## src/rtl/smbc_regs.svh

```systemverilog
/*
  Register offsets, field positions, reset values and bus constants of the SMBus
  configuration bank. Assumes inclusion by its bare name from the bank module.
*/
// Summary of operation
// - Observation bits 6:3 return live address straps, strap bit 3 in bit 6.
// - Observation bit 2 reads 1 once the EEPROM load has completed.
// - Writing 1 to observation bit 0 restores all registers; bit self-clears.
// - Observation bit 1 set blocks that soft reset; it self-clears too.
// - Power-down register: bits 7:4 output channels, bits 3:0 input channels.
// - Value 0x00 enables all channels, 0xFF disables all; one bit each.
// - Power-down register acts only while override bit 0 of 0x02 is set.
// - Override bit set blocks the pin; cleared, the pin governs again.
// - Control register bit 3 enables register control in slave mode.
// - Device answers address byte 0xB0 plus twice the four-bit strap value.
// - Read: pointer write, repeated start, one byte, host NACK then STOP.
`ifndef SMBC_REGS_SVH
`define SMBC_REGS_SVH
// ---------------------------------------------------------------------------
// offsets
// ---------------------------------------------------------------------------
`define SMBC_REG_OBS 8'h00
`define SMBC_REG_POWER_DOWN_PIN 8'h01
`define SMBC_REG_OVR 8'h02
`define SMBC_REG_RSVD3 8'h03
`define SMBC_REG_RSVD5 8'h05
`define SMBC_REG_CTL 8'h06
// ---------------------------------------------------------------------------
// fields and reset values
// ---------------------------------------------------------------------------
`define SMBC_OBS_RST_BIT 0
`define SMBC_OBS_BLK_BIT 1
`define SMBC_OBS_RSVD_BIT 7
`define SMBC_OVR_BIT 0
`define SMBC_CTL_EN_BIT 3
`define SMBC_ZERO 8'h00
`define SMBC_CTL_RST 8'h10
`define SMBC_RSVD_CNT 3
// ---------------------------------------------------------------------------
// bus framing
// ---------------------------------------------------------------------------
`define SMBC_BASE_ADDR 8'hB0
`define SMBC_BYTE_BITS 4'h8
`define SMBC_LAST_BIT 4'h7
`define SMBC_CNT_ZERO 4'h0
`define SMBC_CNT_ONE 4'h1
`define SMBC_PTR_ONE 8'h01
`endif

```

## src/rtl/smbc_pkg.sv

```systemverilog
/*
  Types of the SMBus configuration bank: bus pin sample and slave states.
  Assumes the users import the whole package.
*/
package smbc_pkg;
  typedef struct packed {
    logic scl;
    logic sda;
  } smbc_bus_t;

  // gray steps along address, pointer and data paths; AACK to RDATA flips three bits
  typedef enum logic [3:0] {
    ST_IDLE = 4'h0,
    ST_ADDR = 4'h1,
    ST_AACK = 4'h3,
    ST_REG = 4'h2,
    ST_PACK = 4'h6,
    ST_WDATA = 4'h7,
    ST_DACK = 4'h5,
    ST_RDATA = 4'h4,
    ST_MACK = 4'hC
  } smbc_state_t;
endpackage : smbc_pkg

```

## src/rtl/smbc_bank.sv

```systemverilog
/*
  SMBus slave and low configuration register bank (offsets 0x00 to 0x06).
  Assumes SCL and SDA already synchronous to ref_clk_i and far slower than it;
  the SDA wire is resolved outside from the output enable.
*/
`timescale 1ns/1ps
`include "smbc_regs.svh"
module smbc_bank (
  input wire logic ref_clk_i,
  input wire logic rst_i,
  input wire smbc_pkg::smbc_bus_t smb_i,
  output logic smb_sda_o,
  output logic smb_sda_oe_o,
  input wire logic [3:0] strap_i,
  input wire logic eeprom_done_i,
  input wire logic power_down_pin_i,
  output logic [7:0] chan_off_o,
  output logic reg_ctl_en_o
);
  import smbc_pkg::*;

  // ---------------------------------------------------------------------------
  // bus sampling and framing
  // ---------------------------------------------------------------------------
  smbc_state_t state_q, state_d;
  logic scl_q, sda_q, oe_q, oe_d;
  logic [7:0] shreg_q, shreg_d, ptr_q, ptr_d;
  logic [3:0] cnt_q, cnt_d;
  logic [7:0] power_down_pin_q, ovr_q, ctl_q, chan_off_q;
  logic obs7_q;
  logic [7:0] rsvd_q [`SMBC_RSVD_CNT];

  wire scl_rise = smb_i.scl & ~scl_q;
  wire scl_fall = ~smb_i.scl & scl_q;
  wire start_c = scl_q & smb_i.scl & sda_q & ~smb_i.sda;
  wire stop_c = scl_q & smb_i.scl & ~sda_q & smb_i.sda;
  wire byte_done = scl_fall & (cnt_q == `SMBC_BYTE_BITS);
  wire rx_state = (state_q == ST_ADDR) | (state_q == ST_REG) | (state_q == ST_WDATA);
  wire [7:0] addr_byte = `SMBC_BASE_ADDR + {3'h0, strap_i, 1'b0};
  wire addr_hit = (shreg_q[7:1] == addr_byte[7:1]);
  wire [7:0] ridx = ptr_q - `SMBC_REG_RSVD3;
  wire in_rsvd = (ptr_q >= `SMBC_REG_RSVD3) && (ptr_q <= `SMBC_REG_RSVD5);
  wire wr_en = byte_done & (state_q == ST_WDATA);
  wire obs_wr = wr_en & (ptr_q == `SMBC_REG_OBS);
  // block and reset in one byte: the block wins, only bit 7 is written
  wire soft_rst = obs_wr & shreg_q[`SMBC_OBS_RST_BIT] & ~shreg_q[`SMBC_OBS_BLK_BIT];

  // self-clearing bits 1:0 always read back as zero
  wire [7:0] obs_val = {obs7_q, strap_i, eeprom_done_i, 2'b00};
  // unmapped offsets read as zero
  wire [7:0] rd_data = (ptr_q == `SMBC_REG_OBS) ? obs_val :
                       (ptr_q == `SMBC_REG_POWER_DOWN_PIN) ? power_down_pin_q :
                       (ptr_q == `SMBC_REG_OVR) ? ovr_q :
                       in_rsvd ? rsvd_q[ridx[1:0]] :
                       (ptr_q == `SMBC_REG_CTL) ? ctl_q : `SMBC_ZERO;

  // ---------------------------------------------------------------------------
  // slave sequencer
  // ---------------------------------------------------------------------------
  always_comb begin
    state_d = state_q;
    shreg_d = shreg_q;
    cnt_d = cnt_q;
    ptr_d = ptr_q;
    if (scl_rise && rx_state) begin
      shreg_d = {shreg_q[6:0], smb_i.sda};
      cnt_d = cnt_q + `SMBC_CNT_ONE;
    end
    case (state_q)
      ST_ADDR: if (byte_done) begin
        cnt_d = `SMBC_CNT_ZERO;
        state_d = addr_hit ? ST_AACK : ST_IDLE;
      end
      ST_AACK: if (scl_fall) begin
        if (shreg_q[0]) begin
          shreg_d = rd_data;
          state_d = ST_RDATA;
        end else begin
          state_d = ST_REG;
        end
      end
      ST_REG: if (byte_done) begin
        ptr_d = shreg_q;
        cnt_d = `SMBC_CNT_ZERO;
        state_d = ST_PACK;
      end
      ST_PACK: if (scl_fall) begin
        state_d = ST_WDATA;
      end
      ST_WDATA: if (byte_done) begin
        ptr_d = ptr_q + `SMBC_PTR_ONE;
        cnt_d = `SMBC_CNT_ZERO;
        state_d = ST_DACK;
      end
      ST_DACK: if (scl_fall) begin
        state_d = ST_WDATA;
      end
      ST_RDATA: if (scl_fall) begin
        shreg_d = {shreg_q[6:0], 1'b0};
        cnt_d = cnt_q + `SMBC_CNT_ONE;
        if (cnt_q == `SMBC_LAST_BIT) begin
          ptr_d = ptr_q + `SMBC_PTR_ONE;
          cnt_d = `SMBC_CNT_ZERO;
          state_d = ST_MACK;
        end
      end
      ST_MACK: begin
        if (scl_rise) begin
          shreg_d[0] = smb_i.sda;
        end
        if (scl_fall) begin
          // nack ends the read; ack streams the next offset
          state_d = shreg_q[0] ? ST_IDLE : ST_RDATA;
          shreg_d = rd_data;
        end
      end
      default: ;
    endcase
    if (start_c) begin
      state_d = ST_ADDR;
      cnt_d = `SMBC_CNT_ZERO;
    end else if (stop_c) begin
      state_d = ST_IDLE;
    end
  end

  assign oe_d = (state_d == ST_AACK) | (state_d == ST_PACK) | (state_d == ST_DACK) |
                ((state_d == ST_RDATA) & ~shreg_d[7]);

  always_ff @(posedge ref_clk_i) begin
    scl_q <= rst_i | smb_i.scl;
    sda_q <= rst_i | smb_i.sda;
  end

  always_ff @(posedge ref_clk_i) begin
    if (rst_i) begin
      state_q <= ST_IDLE;
      shreg_q <= `SMBC_ZERO;
      cnt_q <= `SMBC_CNT_ZERO;
      ptr_q <= `SMBC_ZERO;
      oe_q <= 1'b0;
    end else begin
      state_q <= state_d;
      shreg_q <= shreg_d;
      cnt_q <= cnt_d;
      ptr_q <= ptr_d;
      oe_q <= oe_d;
    end
  end

  // ---------------------------------------------------------------------------
  // register file
  // ---------------------------------------------------------------------------
  always_ff @(posedge ref_clk_i) begin
    if (rst_i || soft_rst) begin
      power_down_pin_q <= `SMBC_ZERO;
      ovr_q <= `SMBC_ZERO;
      ctl_q <= `SMBC_CTL_RST;
      obs7_q <= 1'b0;
    end else if (wr_en) begin
      if (ptr_q == `SMBC_REG_OBS) begin
        obs7_q <= shreg_q[`SMBC_OBS_RSVD_BIT];
      end else if (ptr_q == `SMBC_REG_POWER_DOWN_PIN) begin
        power_down_pin_q <= shreg_q;
      end else if (ptr_q == `SMBC_REG_OVR) begin
        ovr_q <= shreg_q;
      end else if (ptr_q == `SMBC_REG_CTL) begin
        ctl_q <= shreg_q;
      end
    end
  end

  for (genvar g = 0; g < `SMBC_RSVD_CNT; g++) begin : g_rsvd
    always_ff @(posedge ref_clk_i) begin
      if (rst_i || soft_rst) begin
        rsvd_q[g] <= `SMBC_ZERO;
      end else if (wr_en && in_rsvd && ridx == 8'(g)) begin
        rsvd_q[g] <= shreg_q;
      end
    end
  end

  // pin keeps control until software takes over; each set bit kills a lane
  always_ff @(posedge ref_clk_i) begin
    if (rst_i) begin
      chan_off_q <= `SMBC_ZERO;
    end else begin
      chan_off_q <= ovr_q[`SMBC_OVR_BIT] ? power_down_pin_q : {8{power_down_pin_i}};
    end
  end

  assign chan_off_o = chan_off_q;
  assign reg_ctl_en_o = ctl_q[`SMBC_CTL_EN_BIT];
  assign smb_sda_oe_o = oe_q;
  assign smb_sda_o = 1'b0;

  wire obs_load = (state_q == ST_AACK) && scl_fall && shreg_q[0] && !start_c && !stop_c
                  && ptr_q == `SMBC_REG_OBS;
endmodule : smbc_bank

```

## config.mk

```make
export PLATFORM = sky130hd
export DESIGN_NAME = smbc_bank
export DESIGN_NICKNAME = d
export VERILOG_FILES = /design/src/rtl/smbc_pkg.sv /design/src/rtl/smbc_bank.sv
export VERILOG_INCLUDE_DIRS = /design/src /design/src/rtl
export SDC_FILE = /design/constraint.sdc
export NUM_CORES = 1
export LEC_CHECK = 0
export BUFFER_PORTS_ARGS = -buffer_cell sky130_fd_sc_hd__buf_4
export CAP_MARGIN = 30
export CORE_MARGIN = 2
export CORE_UTILIZATION = 56
export CTS_CLUSTER_SIZE = 28
export DETAILED_ROUTE_END_ITERATION = 10
export MAX_ROUTING_LAYER = met4
export PLACE_DENSITY_LB_ADDON = 0.1
export RECOVER_POWER = 100
export SLEW_MARGIN = 20
export SYNTH_ARGS = -nofsm -noshare
export SYNTH_HDL_FRONTEND = slang
export SYNTH_SLANG_ARGS = --single-unit
```

## constraint.sdc

```tcl
create_clock -name ref_clk_i -period 2.8 [get_ports ref_clk_i]
set_input_delay 0 -clock ref_clk_i [delete_from_list [all_inputs] [get_ports ref_clk_i]]
set_output_delay 0 -clock ref_clk_i [all_outputs]
set_load 0.01 [all_outputs]
```

After elaboration in Yosys (flattened, before gate mapping)
Memories as Yosys holds them, arrays and structs flattened.
Cells that the tools add are included.
{"block": "classes", "reduce_logical": 18, "n_bitwise": 32, "add_sub_neg": 4, "eq_ne": 24, "order_cmp": 2, "muxes": 51}
{"op": "8-bit two-way mux", "count": 18}
{"op": "4-bit two-way mux", "count": 14}
{"op": "8-bit case mux with 3 select lines", "count": 2}
{"op": "4-bit by 3-bit equality test with 1-bit output, second input constant", "count": 8}
{"op": "4-bit case mux with 7 select lines", "count": 1}
{"op": "8-bit by 1-bit equality test with 1-bit output, second input constant", "count": 2}
{"op": "8-bit by 2-bit equality test with 1-bit output, second input constant", "count": 2}
{"op": "8-bit zero test", "count": 2}
{"op": "1-bit bitwise AND", "count": 13}
{"op": "4-bit by 2-bit equality test with 1-bit output, second input constant", "count": 3}
{"op": "1-bit two-way mux", "count": 12}
{"op": "1-bit bitwise OR", "count": 10}
{"op": "5-bit AND reduction", "count": 2}
{"op": "1-bit NOT", "count": 9}
{"op": "8-bit by 1-bit adder with 8-bit output, second input constant", "count": 1}
{"op": "8-bit by 5-bit adder with 8-bit output, first input constant", "count": 1}
{"op": "4-bit equality test, second input constant", "count": 2}
{"op": "8-bit by 3-bit equality test with 1-bit output, second input constant", "count": 1}
{"op": "8-bit by 2-bit >= comparator with 1-bit output, second input constant", "count": 1}
{"op": "8-bit by 3-bit less-or-equal comparator with 1-bit output, second input constant", "count": 1}
{"op": "2-bit inequality test, second input constant", "count": 4}
{"op": "4-bit case mux with 2 select lines", "count": 1}
{"op": "8-bit by 2-bit subtractor with 8-bit output, second input constant", "count": 1}
{"op": "7-bit equality test", "count": 1}
{"op": "12 further kinds", "count": 19}
{"block": "word_totals", "in_bits": 10, "out_inout_bits": 11, "mem_bits_rw": 24, "elab_cells": 144, "memories": 1, "regBits": 60}
{"name": "rsvd_q", "words": 3, "word_bits": 8, "read_ports": 1, "rd_ports_with_merged_regs": 0, "wr": 3, "line_no": "smbc_bank.sv:31", "source": "logic [7:0] rsvd_q [`SMBC_RSVD_CNT];"}

Depth between registers and ports, before layout
{"block": "logic_depth", "ltp_word": 12, "mapped_depth": 11}

Worst setup path after synthesis
Ideal clock, no wire load.
{"block": "synth_path", "path_kind": "register to register", "from": "reg ptr_q[0]", "to": "mem rsvd_q[1][0] (enable)", "stages_incl_launch_ff": 10, "arrival_time_ns": 2.383, "setup_slack_ns": 0.143, "n_path_buf": 2, "setup_ns": 0.275, "cell_sequence": "dfxtp_1 buf_1 inv_1 ha_1 nor2_1 a21o_1 clkbuf_1 nor2_1 and3_2 a21o_1"}
{"element": "start, declared", "line_no": "smbc_bank.sv:27", "source": "logic [7:0] shreg_q, shreg_d, ptr_q, ptr_d;"}
{"element": "start signal, assigned", "line_no": "smbc_bank.sv:140", "source": "ptr_q <= `SMBC_ZERO;"}
{"element": "start signal, assigned", "line_no": "smbc_bank.sv:146", "source": "ptr_q <= ptr_d;"}
{"element": "end, declared", "line_no": "smbc_bank.sv:31"}

==> impl_metrics.ini <==
[run_status]
status = completed

[logic_synthesis]
synthFlopType = dfxtp_1
syn_inst = 541
synth_edf_count = 24
synthArstFlopShare_pct = 0
synth-seq-area-share_pct = 40.26
synth_area_leader_cell = dfxtp_1
synth_area_leaders = dfxtp_1 25%, edfxtp_1 15%, mux2i_1 6.9%, nor2_1 4.8%, a21oi_1 4.4%
netlist_area_sq_um = 4773
synth_cell_types = 73
synth_nets = 558
syn_area_per_cell_sq_um = 8.823
ys_seq_elements = 84
ys_warn_count = 0
yosysTopAreaCellShare_pct = 25.16

[detailed_routing]
drc = 0
wl_um = 11700
vias_per_cell = 6.127
dr.pass1.iters = 5
vias = 4068
routedWlPerCell_um = 17.61
ant_nets = 0
drtIter0Drc = 319

[cells_and_area]
multi_input_area_sq_um = 2603
antenna_cells = 0
fin_cells = 664
final_util_pct = 63.05
fillCellCount = 736
layout.cells.most_common = nor2_1
ff_latch_area_sq_um = 1922
drive_gt1_share_pct = 13.42
final_cell_mix = 61 x nor2_1, 60 x dfxtp_1, 51 x nand2_1
area_growth_pct = 9.069
finish.net_count = 571

[die]
dieArea_sq_um = 9279
die_w_um = 96.33
num_io_pins = 21
core_sq_um = 8258
num_rows = 33
die_y_um = 96.33
start_util_pct = 57.80

[critical_path]
cpMaxStageDelayCell = nor4_4
cp-end-kind = flip-flop
crit_buf_inv = 1
crit_type = flip-flop to flip-flop
slowest_delay_ns = 0.46
crit_arrival_ns = 2.60
startpoint_type = flip-flop
path_depth = 7
required_ns = 2.81
crit_fanout = 9
crit_chain = inv_1, ha_1, nand4b_1, or2_4, nor4_4, a41o_2, a41o_1
r2r_cells = 7
crit_family = simple AND/OR/NAND/NOR gates

[timing]
max_freq_mhz = 387.1
layout_setup_ws_ns = 0.2166
fin_skew_ns = 0.01083
fin_crit_ns = 2.583
hold_viol_final = 0
slew_viol_final = 0
post-route-period-util_pct = 92.27
setup-tns-final_ns = 0
rsz0062_at_grt = no
relSlewSlack_pct = 55.88
tightest_slew_ns = 0.6594
setup_viol = 0

[clock_tree]
clock_path_buffers = 2
numClockSinks = 84
cts_buffers = 9
post_cts_resized = 0
clkLatencyLatePin_ns = 0.35
cts_root_buf = clkbuf_8
path_clk_slew_ns = 0.09
cts_tree = built
htreeDepth = 3

[worst_hold_path]
min_path_type = input pin to flip-flop
hold_path_depth = 4

[power_and_ir_drop]
p_leak_nw = 2.046
seqPwrFrac_pct = 50.8
cellPowerDensity_nw_per_um2 = 517.9
p_int_mw = 1.911
p_switching_uw = 785.6
p_sw_share_pct = 29.13
combPwrFrac_pct = 16.5
clockPowerShare_pct = 32.7
totalPowerFinal_mw = 2.696
peakVddDrop_v = 0.0003431

[global_routing]
grt_max_degree = 33
track_usage_pct = 27.77
grt_first_pass_wirelength_um = 19220
grt_overflow = 0
antenna_found_initial = 0
grt_pass1_vias = 3665

[place]
dp_slack_ns = 0.3640
gp_congestion = 0.8656
port_buffers = 19
dpl.cell_count = 645
dpl.hpwl_um = 8084

[job]
drv_cap = 0
==> registers in the layout, summed over array words and instances (netlist names) <==
| signal | count |
|---|---|
| chan_off_o | 8 |
| cnt_q | 4 |
| ctl_q | 8 |
| obs7_q | 1 |
| ovr_q | 8 |
| power_down_pin_q | 8 |
| ptr_q | 8 |
| rsvd_q | 24 |
| scl_q | 1 |
| sda_q | 1 |
| shreg_q | 8 |
| smb_sda_oe_o | 1 |
| state_q | 4 |
==> final timing paths <==
path         slack (ns)      endpoint          start
max reg2reg        0.22  rsvd_q[0][4]       cnt_q[0]
min reg2reg        0.48      ctl_q[4]       ctl_q[4]
max                0.22  rsvd_q[0][4]       cnt_q[0]
min                0.02    shreg_q[2]  eeprom_done_i
==> kinds of logic after synthesis <==
group           count (synthesis)  share of synthesized area [%]
other cells                     1                        0.07856
xor+xnor                        8                          1.468
compound gates                127                          18.11
simple gates                  217                          24.25
flops                          84                          40.26
buf+inv                        56                          5.190
fa+ha+maj                       7                          1.835
mux                            41                          8.807
==> power groups by stage <==
stage | clock [mW] | combinational (mW) | sequential, mW
3_3_place_gp | 0 | 0.444 | 1.39
5_1_grt | 0.946 | 0.494 | 1.38
6_report | 0.882 | 0.446 | 1.37
2_1_floorplan | 0 | 0.399 | 1.33
3_5_place_dp | 0 | 0.443 | 1.39
4_1_cts | 0.904 | 0.450 | 1.37
==> repair_timing <==
action / 4_1_cts / 5_1_grt
endpoints found under the hold margin: 4 / 0
hold buffers: 3 / 0
setup buffers: 0 / 0
==> per-stage QoR <==
stage / hold WS, ns / instance area [sq um]
6_report: 0.02223 / 5206
5_1_grt: 0.03411 / 5206
4_1_cts: 0.004163 / 5256
3_5_place_dp: 0.2634 / 5025
3_3_place_gp: 0.2576 / 5025
2_1_floorplan: 0.1066 / 4773
==> worst min-delay path, delay by kind of cell <==
kind	cells	cell delay (ns)
AOI/OAI and AO/OA	2	0.16
buffers and inverters	1	0.12
and+or+nand+nor	1	0.05
==> synthesized netlist by cell type, types with 4 or more instances <==
master     n
and3_2     7
a21oi_1   42
ha_1       7
nand2b_1   7
xor2_1     6
clkbuf_1  24
inv_1     12
and2_1    10
nor2b_1   17
and3_1    11
dfxtp_1   60
mux2i_1   33
a211oi_1   5
buf_2     12
a22oi_1    6
nand3_1    8
nand4_1    5
mux2_2     8
nor3_1     8
nand2_1   51
o221ai_1   7
edfxtp_1  24
buf_1      4
nor2_1    61
a221oi_1   4
a21o_1    11
o21ai_0   16
==> area by class of cell <==
| cell class | instances | area share [%] |
|---|---|---|
| Timing Repair Buffer | 46 | 5.840 |
| Sequential cell | 84 | 36.91 |
| Clock inverter | 6 | 1.418 |
| Inverter | 12 | 0.8652 |
| Clock buffer | 10 | 2.451 |
| Multi-Input combinational cell | 401 | 49.99 |
| Tap cell | 105 | 2.523 |
==> routing by layer <==
layer | share of wire, % | track usage [%]
met1 | 49 | 40.64
met2 | 43 | 39.41
met3 | 6.0 | 5.090
met4 | 1.5 | 7.394
met5 | 0 | -
(Power assumes the default switching activity.)
